<file path="src/verilog/abd_pkg.sv">
// Purpose: Shared constants and carriers for the and/branch/bit-clear slice.
// Assumes: One 100 MHz clock, four quarter phases per instruction cycle.
`default_nettype none
package abd_pkg;
	localparam int PC_W = 21;
	localparam int DADDR_W = 12;
	localparam logic [3:0] OP_AND_HI = 4'h1;
	localparam logic [1:0] OP_AND_SUB = 2'h1;
	localparam logic [3:0] OP_BCLR_HI = 4'h9;
	localparam logic [7:0] OP_BR_CARRY = 8'hE2;
	localparam logic [7:0] OP_BR_NEG = 8'hE6;
	localparam logic [7:0] IDX_LIMIT = 8'h5F;
	localparam logic [7:0] ACC_SPLIT = 8'h60;
	localparam logic [3:0] ACC_HI_BANK = 4'hF;
	localparam logic [PC_W-1:0] PC_STEP = 21'h000002;
	localparam logic [PC_W-1:0] PC_RESET = 21'h000000;
	localparam logic [7:0] BYTE_ZERO = 8'h00;
	localparam int SIGN_BIT = 7;

	typedef enum logic [1:0] {
		Q1 = 2'b00,
		Q2 = 2'b01,
		Q3 = 2'b10,
		Q4 = 2'b11
	} abd_quarter_e;

	typedef struct packed {
		logic                 wr;
		logic                 rd;
		logic                 indexed;
		logic [DADDR_W-1:0]   addr;
		logic [7:0]           wdata;
	} abd_dmem_s;

	typedef struct packed {
		logic sign;
		logic zero;
		logic carry;
	} abd_flags_s;
endpackage : abd_pkg
`default_nettype wire

</file>
<file path="src/verilog/abd_core.sv">
// Purpose: Decode and execute for AND-with-file, two branches and bit clear.
// Assumes: Instruction word and memory read data are on the mclk domain.
// Notes: Other opcodes pass through as one-cycle no-operations here.
`timescale 1ns/100ps
`default_nettype none
module abd_core (
	input  wire logic                    mclk,
	input  wire logic                    rst,
	input  wire logic [15:0]             instr,
	input  wire logic                    ext_set_en,
	input  wire logic [3:0]              bank_pointer,
	input  wire logic [7:0]              dmem_rdata,
	input  wire logic                    carry_in,
	output logic [abd_pkg::PC_W-1:0]     program_counter,
	output abd_pkg::abd_dmem_s           dmem,
	output logic [7:0]                   accum,
	output abd_pkg::abd_flags_s          flags,
	output logic                         flush,
	output abd_pkg::abd_quarter_e        quarter
);
	abd_pkg::abd_quarter_e    q_reg;
	abd_pkg::abd_quarter_e    q_next;
	logic [15:0]              ir_reg;
	logic [7:0]               opnd_reg;
	logic [7:0]               res_reg;
	logic                     take_reg;
	logic                     take_next;
	logic                     flush_reg;
	logic                     flush_next;
	logic [abd_pkg::PC_W-1:0] pc_seq;
	logic [abd_pkg::PC_W-1:0] pc_target;

	// Access bank, banked or indexed address for a file operand.
	function automatic logic [abd_pkg::DADDR_W:0] map_addr(
		input logic a, input logic [7:0] f,
		input logic [3:0] bp, input logic ext);
		logic [abd_pkg::DADDR_W:0] r;
		r = {1'b0, bp, f};
		if (!a) begin
			if (ext && f <= abd_pkg::IDX_LIMIT)
				r = {1'b1, 4'h0, f};
			else if (f < abd_pkg::ACC_SPLIT)
				r = {1'b0, 4'h0, f};
			else
				r = {1'b0, abd_pkg::ACC_HI_BANK, f};
		end
		return r;
	endfunction : map_addr

	// AND-with-file opcode test, used on the fetched and the held word.
	function automatic logic is_and_op(
		input logic [15:0] w);
		return w[15:12] == abd_pkg::OP_AND_HI &&
			w[11:10] == abd_pkg::OP_AND_SUB;
	endfunction : is_and_op

	// Bit-clear opcode test, used on the fetched and the held word.
	function automatic logic is_bclr_op(
		input logic [15:0] w);
		return w[15:12] == abd_pkg::OP_BCLR_HI;
	endfunction : is_bclr_op

	// Result of the third quarter: a cleared bit or the AND with the
	// accumulator. The write data and the held result both use it, so the
	// file write never carries the byte of an earlier instruction.
	function automatic logic [7:0] alu_result(
		input logic [15:0] w, input logic [7:0] acc,
		input logic [7:0] opnd);
		logic [7:0] r;
		if (is_bclr_op(w))
			r = opnd & ~(8'h01 << w[11:9]);
		else
			r = acc & opnd;
		return r;
	endfunction : alu_result

	function automatic logic [abd_pkg::PC_W-1:0] branch_offset(
		input logic [7:0] n);
		return {{(abd_pkg::PC_W-9){n[7]}}, n, 1'b0};
	endfunction : branch_offset

	wire logic is_and     = is_and_op(instr);
	wire logic is_bclr    = is_bclr_op(instr);
	wire logic is_bc      = instr[15:8] == abd_pkg::OP_BR_CARRY;
	wire logic is_bn      = instr[15:8] == abd_pkg::OP_BR_NEG;
	wire logic ir_and     = is_and_op(ir_reg);
	wire logic ir_bclr    = is_bclr_op(ir_reg);
	wire logic ir_to_file = (ir_and && ir_reg[9]) || ir_bclr;
	wire logic [abd_pkg::DADDR_W:0] ea =
		map_addr(instr[8], instr[7:0], bank_pointer, ext_set_en);

	assign q_next = abd_pkg::abd_quarter_e'(q_reg + 2'b01);

	// carry comes straight from the flag input: the held copy is
	// still at its reset value when the first word after reset is decoded.
	assign take_next = !flush_reg && ((is_bc && carry_in) ||
		(is_bn && flags.sign));

	// only the fourth quarter moves the flush flag.
	assign flush_next = (q_reg == abd_pkg::Q4) ?
		(take_reg && !flush_reg) : flush_reg;

	// both candidates for the next instruction address.
	assign pc_seq = program_counter + abd_pkg::PC_STEP;
	assign pc_target = pc_seq + branch_offset(ir_reg[7:0]);

	always_ff @(posedge mclk or posedge rst) begin
		if (rst)
			q_reg <= abd_pkg::Q1;
		else
			q_reg <= q_next;
	end

	always_ff @(posedge mclk or posedge rst) begin
		if (rst)
			ir_reg <= 16'h0000;
		else if (q_reg == abd_pkg::Q1)
			ir_reg <= flush_reg ? 16'h0000 : instr;
	end

	always_ff @(posedge mclk or posedge rst) begin
		if (rst) begin
			dmem <= '0;
		end else begin
			dmem.rd <= 1'b0;
			dmem.wr <= 1'b0;
			if (q_reg == abd_pkg::Q1 && !flush_reg && (is_and || is_bclr)) begin
				dmem.rd <= 1'b1;
				{dmem.indexed, dmem.addr} <= ea;
			end
			// file destination write.
			// The strobe rises at the third-quarter edge so that it stands
			// through the fourth quarter and the byte lands on its edge.
			if (q_reg == abd_pkg::Q3 && !flush_reg && ir_to_file) begin
				dmem.wr <= 1'b1;
				dmem.wdata <= alu_result(ir_reg, accum, opnd_reg);
			end
		end
	end

	always_ff @(posedge mclk or posedge rst) begin
		if (rst)
			opnd_reg <= abd_pkg::BYTE_ZERO;
		else if (q_reg == abd_pkg::Q2)
			opnd_reg <= dmem_rdata;
	end

	always_ff @(posedge mclk or posedge rst) begin
		if (rst)
			res_reg <= abd_pkg::BYTE_ZERO;
		else if (q_reg == abd_pkg::Q3)
			res_reg <= alu_result(ir_reg, accum, opnd_reg);
	end

	// only sign and zero follow the AND result.
	always_ff @(posedge mclk or posedge rst) begin
		if (rst) begin
			flags <= '0;
		end else begin
			flags.carry <= carry_in;
			if (q_reg == abd_pkg::Q4 && !flush_reg && ir_and) begin
				flags.sign <= res_reg[abd_pkg::SIGN_BIT];
				flags.zero <= res_reg == abd_pkg::BYTE_ZERO;
			end
		end
	end

	// accumulator destination, in the fourth quarter.
	always_ff @(posedge mclk or posedge rst) begin
		if (rst)
			accum <= abd_pkg::BYTE_ZERO;
		else if (q_reg == abd_pkg::Q4 && !flush_reg && ir_and && !ir_reg[9])
			accum <= res_reg;
	end

	always_ff @(posedge mclk or posedge rst) begin
		if (rst)
			take_reg <= 1'b0;
		else if (q_reg == abd_pkg::Q1)
			take_reg <= take_next;
	end

	// target is incremented address plus doubled signed offset.
	// the flush cycle holds the counter while the target is fetched
	// otherwise the instruction at the target would be skipped.
	always_ff @(posedge mclk or posedge rst) begin
		if (rst)
			program_counter <= abd_pkg::PC_RESET;
		else if (q_reg == abd_pkg::Q4 && !flush_reg) begin
			if (take_reg)
				program_counter <= pc_target;
			else
				program_counter <= pc_seq;
		end
	end

	// taken branch adds a flush cycle.
	always_ff @(posedge mclk or posedge rst) begin
		if (rst)
			flush_reg <= 1'b0;
		else
			flush_reg <= flush_next;
	end

	// The outputs load the next internal state, so quarter and flush line
	// up with the memory strobes that they describe.
	always_ff @(posedge mclk or posedge rst) begin
		if (rst)
			quarter <= abd_pkg::Q1;
		else
			quarter <= q_next;
	end

	always_ff @(posedge mclk or posedge rst) begin
		if (rst)
			flush <= 1'b0;
		else
			flush <= flush_next;
	end
endmodule : abd_core
`default_nettype wire

</file>
<file path="config.mk">
export PLATFORM = sky130hd
export DESIGN_NAME = abd_core
export DESIGN_NICKNAME = d
export VERILOG_FILES = /design/src/verilog/abd_pkg.sv /design/src/verilog/abd_core.sv
export SDC_FILE = /design/constraint.sdc
export NUM_CORES = 1
export LEC_CHECK = 0
export ABC_AREA = 1
export BUFFER_PORTS_ARGS = -buffer_cell sky130_fd_sc_hd__buf_2
export CORE_MARGIN = 2
export CORE_UTILIZATION = 40
export CTS_BUF_LIST = sky130_fd_sc_hd__clkbuf_8
export CTS_CLUSTER_SIZE = 24
export DETAILED_ROUTE_END_ITERATION = 10
export PLACE_DENSITY = 0.61
export SLEW_MARGIN = 15
export SYNTH_ARGS = -nofsm -noshare
export SYNTH_HDL_FRONTEND = slang
export SYNTH_SLANG_ARGS = --single-unit
</file>
<file path="constraint.sdc">
create_clock -name mclk -period 6.3 [get_ports mclk]
set_input_delay 1.575 -clock mclk [delete_from_list [all_inputs] [get_ports mclk]]
set_output_delay 1.575 -clock mclk [all_outputs]
set_load 0.005 [all_outputs]
</file>
* Word-level counts from Yosys, hierarchy flattened
Index checks and enable logic that the tools add are counted.
W data, S select, Z words.
** Cells by class
- Add/sub/neg operators :: 3
- Magnitude comparators :: 2
- Equal/unequal tests :: 11
- Shift operators :: 1
- Multiplexer cells :: 8
- Bitwise gates (word level) :: 3
- Reduce and logical (&&, ||, !) cells :: 22
** Operators with widths (count)
- $mux W13 :: 2
- $add A21 B2 Y21 const B :: 1
- $add A21 B21 Y21 :: 1
- $mux W21 :: 1
- $and A8 B8 Y8 :: 2
- $eq A8 B8 Y1 const B :: 2
- $mux W16 :: 1
- $logic_and A1 B1 Y1 :: 15
- $mux W14 :: 1
- $mux W12 :: 1
- $eq A4 B1 Y1 const B :: 2
- $eq A4 B4 Y1 const B :: 2
- $le A8 B7 Y1 const B :: 1
- $logic_not A8 Y1 :: 1
- $lt A8 B7 Y1 const B :: 1
- $mux W8 :: 1
- $not A8 Y8 :: 1
- $shl A1 B3 Y8 const A :: 1
- $eq A2 B1 Y1 const B :: 3
- $eq A2 B2 Y1 const B :: 2
- $logic_or A1 B1 Y1 :: 3
- $add A2 B1 Y2 const B :: 1
- $logic_not A1 Y1 :: 2
- $logic_not A2 Y1 :: 1
- $mux W1 :: 1
** Word-level totals
- Register bits after elaboration :: 91
- Input bits :: 32
- Output and inout port bits :: 58
- Logic and storage cells :: 66

* Logic depth before layout (Yosys ltp)
Gate-level depths: netlist of run 1.
- Depth after elaboration :: 6
- Depth in mapped cells :: 20
- Depth with buffers taken out :: 20

* Worst setup path before layout of run 1
Ideal clock, no wire load.
- Path type :: reg2reg
- From :: reg program_counter[1] in the netlist's numbering
- To :: reg program_counter[20] in the netlist's numbering
- Setup time :: 0.113 ns
- Arrival time :: 2.454 ns
- Data required time :: 6.187 ns
- Path slack :: 3.733 ns
- Stages on the path, launching flop included :: 20
- Period minus slack after synthesis :: 2.567 ns
- Cell sequence :: dfrtp_1 ha_1 nand2_2 nor2_4 nand3_2 nor3_4 nand3_1 and2_1 ha_1 nand2_1 nor2_1 nand2_1 inv_1 nand4_1 nand3_1 inv_1 nand2_1 nand3_1 nand2_1 inv_1
** Between the ends
- Cells in the longest elaborated chain, start to end :: 3
** Ends and longest elaborated chain
- start: declaration :: line abd_core.sv:14 : output logic [abd_pkg::PC_W-1:0] program_counter,
- start signal: assignment :: line abd_core.sv:188 : program_counter <= abd_pkg::PC_RESET;
- start signal: assignment :: line abd_core.sv:191 : program_counter <= pc_target;
- start signal: assignment :: line abd_core.sv:193 : program_counter <= pc_seq;
- $add A21 B2 Y21 * :: line abd_core.sv:104 : assign pc_seq = program_counter + abd_pkg::PC_STEP;
- $add A21 B21 Y21 :: line abd_core.sv:105 : assign pc_target = pc_seq + branch_offset(ir_reg[7:0]);
- $mux W21 * :: line abd_core.sv:190 : if (take_reg)
Mark *: on every way between the ends. The rest lies on a longest branch, timed or not.
A chain may end at the register's enable or synchronous reset.

* Worst setup path in the final report of run 1
Ends and elaborated chain as after synthesis.

==> key figures, run 1 <==
STA
  – Actual slew at the worst max-slew pin: slightly above 0.7 ns
  – Slew Limit Fails: 0
  – Unrepaired setup endpoints after global routing: no
  – Fin crit period: 2.94 ns
  – Slew HR: 0.531
  – Maximum clock frequency: 0.341 GHz
  – Setup TNS: 0 ns
  – Count of final setup violators: 0
  – Count of final hold-check violations: 0
  – Post-route clock period utilization: 0.466
  – Clk_skew: about 0.013 ns

Clocking
  – Post_cts resized: 0
  – Skew-Pair Late Insertion Delay: 0.37 ns
  – Num CTS Buffers: 9
  – Cts hold-fix bufs: 0
  – Clock Path Buffers: 2
  – Htree depth: 3
  – Root Buffer: clkbuf_8
  – CTS tree: built
  – Setup Buffers After CTS: 0
  – Clock Pin Slew Worst Setup and Hold Paths: 0.09 ns
  – Num Clock Sinks: 89

Critical path
  – Cell mode on critical path: nand2_1
  – CP bufs+invs: 4
  – Worst R2R Start: program_counter[1]
  – CP endpoint kind: flip-flop
  – Slowest cell on crit path: dfrtp_1
  – CP Class: reg2reg
  – Crit path from: program_counter[1]
  – CP delay by family, top: simple AND/OR/NAND/NOR gates
  – Cells along the critical path: ha_1 > nand2_2 > nor2_4 > nand3_2 > nor3_4 > inv_2 > xor2_1 > ha_1 > nand2_1 > nor2_1 > nand2_1 > inv_1 > nand4_1 > nand3_1 > inv_1 > nand2_1 > nand3_1 > nand2_1 > inv_1
  – R2R Setup Slk: 3.36 ns
  – CP max stage delay: 0.45 ns
  – CP max FO: 6
  – Crit path launch type: flip-flop
  – CP arrival: about 3.2 ns
  – Req. time, crit path: 6.58 ns

Placement
  – Input/output buffers: 88
  – Detail Placement HPWL: 10800 µm
  – Placed insts: 944
  – Gp weighted congestion: 0.873

Logic synthesis
  – Post-synthesis cell count: 690
  – Ys flop type: dfrtp_1
  – Top-area cell type share of the netlist area: 0.411
  – #FFs+latches synth: 89
  – Synth top area cells: dfrtp_1, nand2_1, ha_1
  – Post-synth ARST share: 1.00
  – Post-synth EDFFs: 0
  – Seq/Total Area, Yosys: 0.411
  – Syn nets: 751
  – Post-synthesis cell type count: between 40 and 50
  – Mean Syn Cell Area: 7.86 µm²
  – Cell Area, Synth: 5420 µm²
  – Post-synth top area cell: dfrtp_1
  – Synth Warn #: 0

Power and ir drop
  – Leakage: 0.00336 µW
  – Power Density: 215 nW/µm²
  – Worst VDD drop: around 120 µV

Floorplanning
  – Initial core utilization: 0.410
  – Chip Height: 120 µm
  – Ports: 90
  – Core area: 13200 µm²
  – Rows: between 40 and 50
  – Die ar.: 14500 µm²
  – Die Wd: 120 µm

Hold path
  – Hold Crit Class: reg2reg
  – Worst hold start: dmem[2]

Job
  – # Max-Cap Violations: 0

Status
  – Outcome: completed

Cells and area
  – Layout cells sized above 1: 0.194
  – Max reg flops: 23
  – Most common cell after layout, fill and taps aside: nand2_1
  – ANT cells: 0
  – Most frequent cells in the layout: nand2_1, inv_1, dfrtp_1
  – Final #Nets: 841
  – Area Growth Syn to Fin: 15.2%
  – Fin cells: 960

GRT
  – Congestion Overflow GR: 0
  – First-pass GRT wire length: roughly 24000 µm
  – Initial antenna violation count: 0
  – Largest net degree at the start of global routing: 59
  – Number of global-route vias before repair: 4721
  – All-layer global routing usage: 0.205

Routing
  – WL per Instance: about 15 µm
  – Detailed Route WL: about 14000 µm
  – Routed Antenna Nets: 0
  – Detailed-route DRC error count: 0
  – Drt first pass iters: 4
  – DRT iter0 DRCs: 317
  – Via/cell ratio: 5.08
  – Via count: 4874
[worst register-to-register path, stage by stage (launching register included)]
cell and delay (ns):
dfrtp_1 0.45, ha_1 0.23, nand2_2 0.10, nor2_4 0.14
nand3_2 0.15, nor3_4 0.24, inv_2 0.07, xor2_1 0.16
ha_1 0.38, nand2_1 0.10, nor2_1 0.21, nand2_1 0.08
inv_1 0.07, nand4_1 0.07, nand3_1 0.12, inv_1 0.05
nand2_1 0.06, nand3_1 0.06, nand2_1 0.07, inv_1 0.04
[worst paths after layout]
check | cells past startpoint | end
worst min-delay path | 2 | dmem[2]
max in group asynchronous | 4 | take_reg
worst max register to register | 19 | program_counter[20]
min in group asynchronous | 2 | dmem[14]
worst min register to register | 2 | dmem[2]
worst max-delay path | 19 | program_counter[20]
[logic make-up after synthesis]
family | Yosys count | share of synthesized area
simple gates | 300 | 0.252
compound gates | 141 | 0.157
buf+inv | 114 | 0.0842
flops | 89 | 0.411
fa+ha+maj | 29 | 0.0683
xor+xnor | 14 | 0.0226
mux | 2 | 0.00415
other cells | 1 | 0.000691
[per-stage QoR]
stage / hold WS (ns) / cell area, µm² / util / total power, µW / setup WS, ns
2_1_floorplan: 0.457 / 5420 / - / 839 / 2.42
3_3_place_gp: 0.468 / 6030 / 0.455 / 930 / 3.46
3_5_place_dp: 0.464 / 6030 / 0.455 / 937 / 3.40
4_1_cts: 0.487 / 6230 / 0.470 / 1350 / 3.39
5_1_grt: 0.506 / 6250 / 0.472 / 1420 / 3.07
6_report: 0.484 / 6250 / 0.472 / 1340 / 3.36
[per-layer routing]
| layer | global-route usage | vias to the layer above | part of all wire |
|---|---|---|---|
| li1 | - | 2441 | - |
| met1 | 0.283 | 2305 | 0.46 |
| met2 | 0.334 | 113 | 0.48 |
| met3 | 0.0410 | 15 | 0.046 |
| met4 | 0.0472 | 0 | 0.015 |
| met5 | 0 | - | 0 |
[Yosys cell counts, types with 2 or more instances]
| cell | number |
|---|---|
| nand3_1 | 37 |
| inv_1 | 93 |
| nor3_1 | 4 |
| inv_2 | 7 |
| buf_4 | 2 |
| nor4_1 | 3 |
| nor2_2 | 2 |
| a21o_1 | 3 |
| nor2_4 | 4 |
| xor2_1 | 13 |
| o21bai_1 | 4 |
| o21ai_1 | 14 |
| o221ai_1 | 3 |
| ha_1 | 28 |
| o21ai_0 | 48 |
| o211ai_1 | 6 |
| a41oi_1 | 8 |
| dfrtp_1 | 89 |
| nand2_1 | 177 |
| a31oi_1 | 4 |
| nand3_2 | 3 |
| clkinv_1 | 2 |
| clkbuf_1 | 2 |
| o22ai_1 | 8 |
| o21a_1 | 3 |
| mux2_2 | 2 |
| and2_1 | 4 |
| a21oi_1 | 26 |
| buf_2 | 5 |
| buf_6 | 2 |
| nand2_2 | 10 |
| nand4_1 | 7 |
| nand3b_1 | 2 |
| o21ai_2 | 11 |
| nor2_1 | 41 |
[where the power goes]
part           switching (µW)  internal, µW
Combinational             172           108
Clock                     217           195
Sequential               38.8           611
[layout make-up]
| type | count | area [µm²] |
|---|---|---|
| flip-flops and latches | 89 | 2230 |
| multi-input cells | 487 | 2740 |
| fillers | 1365 | 6990 |
| repair buffers | 91 | 475 |
| clock buffers | 10 | 138 |
| clock inverters | 5 | 63.8 |
| inverters | 102 | 384 |
| well taps | 176 | 220 |
Note: power is estimated with default switching activity, not from simulation.
==> run 2, diff against run 1 <==
- ABC_AREA: 1 -> 0
- PLACE_DENSITY: 0.61 -> 0.64
- clock period: 6.3 -> 2.62 ns (I/O delays scaled with it)
==> run 2 against run 1 <==
The flow now finishes with violations (setup timing). Routed wire length is 0.80% lower. Total power is 150% higher. Area after synthesis is 4.5% lower. Sequential power grew 130%. Global-route usage rose by 0.12 points. Via count shrank 0.76%. Fmax is 1.9% lower. Clock power is 120% higher. Setup slack lost 3.7 ns. First-iteration DRC count fell by 14%. Critical path type unchanged.
==> key figures, run 2 <==
Status
  – Outcome: finished with violations (was completed)
  – Failing checks: setup timing

Placement
  – Gp weighted congestion: 0.929 (was 0.873)
  – Placed insts: 889 (was 944)
  – Input/output buffers: 88 (unchanged)
  – Detail Placement HPWL: 10500 µm (was 10800 µm)

Clocking
  – Root Buffer: clkbuf_8 (unchanged)
  – Clock Pin Slew Worst Setup and Hold Paths: 0.09 ns (about the same)
  – CTS tree: built (unchanged)
  – Num Clock Sinks: 89 (unchanged)
  – Skew-Pair Late Insertion Delay: 0.38 ns (was 0.37 ns)
  – Htree depth: 3 (unchanged)
  – Clock Path Buffers: 2 (unchanged)
  – Num CTS Buffers: 9 (unchanged)

Logic synthesis
  – Mean Syn Cell Area: 9.12 µm² (was 7.86 µm²)
  – Post-synthesis cell count: 568 (was 690)
  – Most common cell in the netlist: dfrtp_1 (was nand2_1)
  – Synth top area cells: dfrtp_1, ha_1, nand2_1 (was dfrtp_1, nand2_1, ha_1)
  – Post-synth top area cell: dfrtp_1 (unchanged)
  – Ys flop type: dfrtp_1 (unchanged)
  – Post-synth ARST share: 1.00 (unchanged)
  – Synth Warn #: 0 (unchanged)
  – Seq/Total Area, Yosys: 0.430 (was 0.411)
  – Synth cell count leaders: dfrtp_1, nand2_1, o21ai_0, inv_1, a21oi_1 (was nand2_1, inv_1, dfrtp_1, o21ai_0, nor2_1)
  – Post-synthesis cell type count: 58 (was 48)
  – Top-area cell type share of the netlist area: 0.430 (was 0.411)
  – Post-synth EDFFs: 0 (unchanged)
  – Syn nets: 629 (was 751)
  – #FFs+latches synth: 89 (unchanged)
  – Cell Area, Synth: 5180 µm² (was 5420 µm²)

Floorplanning
  – Rows: 41 (was 42)
  – Ports: 90 (unchanged)
  – Die Wd: 118 µm (was 120 µm)
  – Die ar.: 13900 µm² (was 14500 µm²)
  – Chip Height: 118 µm (was 120 µm)
  – Initial core utilization: 0.411 (was 0.410)
  – Core area: 12600 µm² (was 13200 µm²)

Routing
  – Detailed Route WL: 14000 µm (was 14200 µm)
  – Routed Antenna Nets: 0 (unchanged)
  – Drt first pass iters: 4 (unchanged)
  – Detailed-route DRC error count: 0 (unchanged)
  – Via count: 4837 (was 4874)
  – WL per Instance: 15.2 µm (was 14.7 µm)
  – Via/cell ratio: 5.24 (was 5.08)
  – DRT iter0 DRCs: 272 (was 317)

STA
  – Slew HR: 0.562 (was 0.531)
  – Fin crit period: 2.99 ns (was 2.94 ns)
  – PnR worst setup slack: -0.374 ns (was 3.36 ns)
  – Unrepaired setup endpoints after global routing: yes (was no)
  – Maximum clock frequency: 0.334 GHz (was 0.341 GHz)
  – Actual slew at the worst max-slew pin: 0.653 ns (was 0.704 ns)
  – Post-route clock period utilization: 1.14 (was 0.466)
  – Setup TNS: -3.67 ns (was 0 ns)
  – Count of final hold-check violations: 0 (unchanged)
  – Clk_skew: 0.00515 ns (was 0.0131 ns)
  – Count of final setup violators: 14 (was 0)
  – Slew Limit Fails: 0 (unchanged)

Power and ir drop
  – Leakage: 0.00336 µW (about the same)
  – Total chip power: 3310 µW (was 1340 µW)
  – Power Density: 473 nW/µm² (was 215 nW/µm²)
  – Worst VDD drop: 366 µV (was 120 µV)

Critical path
  – Slowest cell on crit path: dfrtp_2 (was dfrtp_1)
  – Req. time, crit path: 2.88 ns (was 6.58 ns)
  – Crit path launch type: flip-flop (unchanged)
  – CP max FO: 3 (was 6)
  – CP endpoint kind: flip-flop (unchanged)
  – CP Class: reg2reg (unchanged)
  – CP max stage delay: 0.41 ns (was 0.45 ns)
  – CP arrival: 3.26 ns (was 3.21 ns)
  – Cells along the critical path: ha_4 > and3_4 > and4_4 > nand4_1 > xnor2_2 > ha_2 > nand3_1 > nor2_1 > nand3_2 > a211o_1 > a21oi_2 > a211o_1 > nand4_1 > xor2_1 (was ha_1 > nand2_2 > nor2_4 > nand3_2 > nor3_4 > inv_2 > xor2_1 > ha_1 > nand2_1 > nor2_1 > nand2_1 > inv_1 > nand4_1 > nand3_1 > inv_1 > nand2_1 > nand3_1 > nand2_1 > inv_1)

GRT
  – Number of global-route vias before repair: 4926 (was 4721)
  – Largest net degree at the start of global routing: 32 (was 59)
  – All-layer global routing usage: 0.207 (was 0.205)
  – Congestion Overflow GR: 0 (unchanged)
  – Initial antenna violation count: 0 (unchanged)
  – First-pass GRT wire length: 23300 µm (was 23700 µm)

Cells and area
  – Fin cells: 923 (was 960)
  – Layout cells sized above 1: 0.374 (was 0.194)
  – Most frequent cells in the layout: buf_4, buf_2, dfrtp_1 (was nand2_1, inv_1, dfrtp_1)
  – Area Growth Syn to Fin: 35.1% (was 15.2%)
  – ANT cells: 0 (unchanged)
  – Most common cell after layout, fill and taps aside: buf_4 (was nand2_1)
  – Final #Nets: 807 (was 841)
  – Max reg flops: 23 (unchanged)

Hold path
  – Hold Crit Class: in2async (was reg2reg)

Job
  – # Max-Cap Violations: 0 (unchanged)
## run 2: cell types whose count changed in the layout (fill, tap and decap cells not counted), moves of 8 or more
| cell | change |
|---|---|
| a21oi_2 | +8 |
| a41oi_1 | -8 |
| buf_4 | +100 |
| inv_1 | -59 |
| mux2_2 | +16 |
| mux2i_1 | +10 |
| nand2_1 | -98 |
| nand3_1 | -22 |
| nor2_1 | -16 |
| nor2b_1 | +9 |
| o21ai_0 | -9 |
| o21ai_2 | -10 |
| xnor2_1 | +9 |
## run 2: final timing paths
kind | start | to | slack [ns] | cells after the start
max | program_counter[1] | program_counter[20] | -0.37 | 14
min | rst | opnd_reg[7] | 0.31 | 2
max reg2reg | program_counter[1] | program_counter[20] | -0.37 | 14
min reg2reg | dmem[13] | dmem[13] | 0.48 | 2
max in group asynchronous | rst | opnd_reg[0] | 1.57 | 3
min in group mclk | carry_in | flags[0] | 0.40 | 1
## run 2: critical path, delay by kind of cell (launching register included)
kind / cells / cell delay (ns)
simple gates: 7 / 0.98
compound gates: 3 / 0.67
fa+ha+maj: 2 / 0.49
flops: 1 / 0.41
xor+xnor: 2 / 0.34
## run 2: cell families (layout without fill, tap and decap cells)
logic type,Yosys count,after routing,share of synthesized area
compound gates,142,142,0.167
xor+xnor,30,30,0.0507
fa+ha+maj,29,29,0.0715
buf+inv,62,245,0.0461
flops,89,89,0.430
mux,28,28,0.0584
other cells,1,1,0.000724
simple gates,187,187,0.176
## run 2: metrics by stage
step	setup slack (ns)	instance area, µm²	hold WS (ns)	utilization
finish	-0.374	7000	0.310	0.555
global route	-0.523	7000	0.338	0.555
CTS	-0.341	6870	0.333	0.545
detailed placement	-0.498	6450	0.457	0.512
global placement	-0.395	6450	0.455	0.512
floorplan	-0.354	5260	0.465	-
## run 2: area by class of cell
class | instances | area [µm²]
Clock buffer | 10 | 138
Clock inverter | 6 | 42.5
Fill cell | 1157 | 5620
Inverter | 35 | 135
Multi-Input combinational cell | 417 | 2990
Sequential cell | 89 | 2230
Tap cell | 172 | 215
Timing Repair Buffer | 194 | 1250
## run 2: per-layer routing
metal  track usage  routed length [µm]  share of wire  vias up
li1              -                   -              -     2361
met1         0.251                5910           0.42     2312
met2         0.360                7100           0.51      135
met3        0.0363                 710          0.051       29
met4        0.0858                 322          0.023        0
met5             0                   0              0        -
## run 2: timing repair
item                                    4_1_cts  5_1_grt
endpoints found under the setup margin       13       14
resized for setup                            31       18
setup buffers                                14        4
pin swaps                                    39       19
hold buffers                                  0        0
## run 2: report_power, final
group / internal [µW] / leakage [µW] / switching (µW)
registers: 1460 / 0.00115 / 66.6
logic: 449 / 0.00212 / 425
clock network: 372 / 0.0000887 / 539
total: 2280 / 0.00336 / 1030
==> run 3, diff against run 2 <==
- ABC_AREA: 0 -> 1
- PLACE_DENSITY: 0.64 -> 0.63
==> run 3 against run 2 <==
The run now ends clean. Sequential share of layout area is 0.61 points higher. Sequential power hardly changed. Non-clock buffer count is 65 lower. Critical endpoint is now program_counter[19]. Critical path depth is 3 higher. Flip-flop and latch count stayed put. Highest routed layer unchanged. Total power is 1.9% higher.
==> key figures, run 3 (synthesized netlist as in run 1, its figures left out) <==
Status
  – Outcome: completed (was finished with violations)

Routing
  – DRT iter0 DRCs: 240 (was 272)
  – Drt first pass iters: 4 (unchanged)
  – Via count: 5079 (was 4837)
  – Via/cell ratio: 5.09 (was 5.24)
  – Detailed Route WL: 15300 µm (was 14000 µm)
  – WL per Instance: 15.3 µm (was 15.2 µm)
  – Detailed-route DRC error count: 0 (unchanged)
  – Routed Antenna Nets: 0 (unchanged)

Cells and area
  – Multi-input combinational cell area: 3040 µm² (was 2990 µm²)
  – Design area: 6860 µm² (was 7000 µm²)
  – Area Growth Syn to Fin: 26.4% (was 35.1%)
  – FILL cells: 1278 (was 1157)
  – Register Area: 2230 µm² (about the same)
  – Most frequent cells in the layout: nand2_1, inv_1, dfrtp_1, buf_2, o21ai_0 (was buf_4, buf_2, dfrtp_1)
  – Max reg flops: 23 (unchanged)
  – Most common cell after layout, fill and taps aside: nand2_1 (was buf_4)
  – Layout cells sized above 1: 0.298 (was 0.374)
  – Final #Nets: 879 (was 807)
  – Fin cells: 998 (was 923)
  – ANT cells: 0 (unchanged)

GRT
  – Met3 usage: 0.0387 (was 0.0363)
  – GRT met1 Usage: 0.273 (was 0.251)
  – All-layer global routing usage: 0.214 (was 0.207)
  – Busiest layer in global routing: met2 (unchanged)
  – Number of global-route vias before repair: 4993 (was 4926)
  – Congestion Overflow GR: 0 (unchanged)
  – Largest net degree at the start of global routing: 30 (was 32)
  – Initial antenna violation count: 0 (unchanged)
  – First-pass GRT wire length: 24500 µm (was 23300 µm)
  – Met2 Usage GRT: 0.359 (was 0.360)

Floorplanning
  – Die ar.: 14500 µm² (was 13900 µm²)
  – Initial core utilization: 0.410 (was 0.411)
  – Die Wd: 120 µm (was 118 µm)
  – Ports: 90 (unchanged)
  – Rows: 42 (was 41)
  – Core area: 13200 µm² (was 12600 µm²)
  – Chip Height: 120 µm (was 118 µm)

Critical path
  – CP delay by family, top: simple AND/OR/NAND/NOR gates (unchanged)
  – Slowest cell on crit path: dfrtp_1 (was dfrtp_2)
  – CP Class: reg2reg (unchanged)
  – CP endpoint kind: flip-flop (unchanged)
  – CP max FO: 5 (was 3)
  – CP bufs+invs: 3 (was 0)
  – Req. time, crit path: 2.90 ns (was 2.88 ns)
  – Cells along the critical path: buf_4 > inv_2 > nor2_4 > nand2_4 > nor2_8 > nand2_1 > xor2_2 > inv_2 > ha_1 > nand2_1 > o21a_1 > nor2_1 > nor2_1 > nand2_1 > nand2_1 > nand3_1 > nand2_1 (was ha_4 > and3_4 > and4_4 > nand4_1 > xnor2_2 > ha_2 > nand3_1 > nor2_1 > nand3_2 > a211o_1 > a21oi_2 > a211o_1 > nand4_1 > xor2_1)
  – CP max stage delay: 0.36 ns (was 0.41 ns)
  – Worst R2R Start: program_counter[1] (unchanged)
  – CP arrival: 2.84 ns (was 3.26 ns)
  – Crit path launch type: flip-flop (unchanged)
  – Cell mode on critical path: nand2_1
  – Crit path from: program_counter[1] (unchanged)

STA
  – Unrepaired setup endpoints after global routing: yes (unchanged)
  – Slew Limit Fails: 0 (unchanged)
  – Clk_skew: 0.0127 ns (was 0.00515 ns)
  – Post-route clock period utilization: 0.977 (was 1.14)
  – Slew HR: 0.582 (was 0.562)
  – Count of final hold-check violations: 0 (unchanged)
  – Count of final setup violators: 0 (was 14)
  – Actual slew at the worst max-slew pin: 0.627 ns (was 0.653 ns)
  – Fin crit period: 2.56 ns (was 2.99 ns)
  – PnR worst setup slack: 0.0610 ns (was -0.374 ns)
  – Maximum clock frequency: 0.391 GHz (was 0.334 GHz)

Clocking
  – Htree depth: 3 (unchanged)
  – Clock Path Buffers: 2 (unchanged)
  – Num Clock Sinks: 89 (unchanged)
  – CTS tree: built (unchanged)
  – Clock Pin Slew Worst Setup and Hold Paths: 0.10 ns (was 0.09 ns)
  – Cts hold-fix bufs: 0 (unchanged)
  – Skew-Pair Late Insertion Delay: 0.38 ns (about the same)
  – Root Buffer: clkbuf_8 (unchanged)
  – Num CTS Buffers: 9 (unchanged)

Placement
  – Place WS: -0.0826 ns (was -0.498 ns)
  – Detail Placement HPWL: 11600 µm (was 10500 µm)
  – Gp weighted congestion: 0.922 (was 0.929)
  – Input/output buffers: 88 (unchanged)
  – DP Area: 6300 µm² (was 6450 µm²)
  – Placed insts: 975 (was 889)

Power and ir drop
  – Power Density: 492 nW/µm² (was 473 nW/µm²)
  – Worst VDD drop: 254 µV (was 366 µV)
  – Leakage: 0.00357 µW (was 0.00336 µW)
  – Total chip power: 3370 µW (was 3310 µW)

Job
  – # Max-Cap Violations: 0 (unchanged)

Hold path
  – Hold Crit Class: in2async (unchanged)
## run 3: worst paths after layout
path                                        to  slack (ns)  cells past startpoint
max                        program_counter[19]        0.06                     17
min                         program_counter[1]        0.34                      2
max reg2reg                program_counter[19]        0.06                     17
min reg2reg                            dmem[3]        0.49                      2
max in group asynchronous           res_reg[1]        1.54                      4
min in group mclk                     flags[0]        0.42                      1
## run 3: through the flow
step / util / hold slack [ns] / setup TNS (ns)
finish: 0.518 / 0.336 / 0
global route: 0.518 / 0.379 / -0.699
CTS: 0.497 / 0.340 / 0
detailed placement: 0.476 / 0.471 / -0.163
global placement: 0.476 / 0.465 / -0.0547
floorplan: - / 0.457 / 0
## run 3: what timing repair did
| item | CTS | global route |
|---|---|---|
| gates resized for setup | 13 | 51 |
| setup endpoints to repair | 3 | 18 |
| setup buffers | 2 | 6 |
| pin swaps | 9 | 18 |
## run 3: metal layers
metal  wire length, µm  vias to the layer above
met2              7460                      112
li1                  -                     2517
met5                 0                        -
met3               532                       27
met4               413                        0
met1              6850                     2423
## run 3: worst reg2reg max path, cell delays in order (launching register included)
cell and delay (ns):
dfrtp_1 0.36, buf_4 0.17, inv_2 0.08, nor2_4 0.17, nand2_4 0.10, nor2_8 0.17
nand2_1 0.11, xor2_2 0.17, inv_2 0.08, ha_1 0.31, nand2_1 0.12, o21a_1 0.23
nor2_1 0.12, nor2_1 0.07, nand2_1 0.06, nand2_1 0.04, nand3_1 0.06, nand2_1 0.05
## run 3: layout make-up
cell class | instances | area share
Inverter | 102 | 0.0564
Clock buffer | 10 | 0.0201
Sequential cell | 89 | 0.325
Multi-Input combinational cell | 487 | 0.444
Tap cell | 176 | 0.0321
Timing Repair Buffer | 129 | 0.115
Clock inverter | 5 | 0.00821
## run 3: power breakdown
group | switching [µW] | internal (µW) | total (µW) | leakage, µW
registers | 83.6 | 1470 | 1550 | 0.00115
logic | 483 | 351 | 834 | 0.00232
clock network | 526 | 460 | 987 | 0.0000981
total | 1090 | 2280 | 3370 | 0.00357
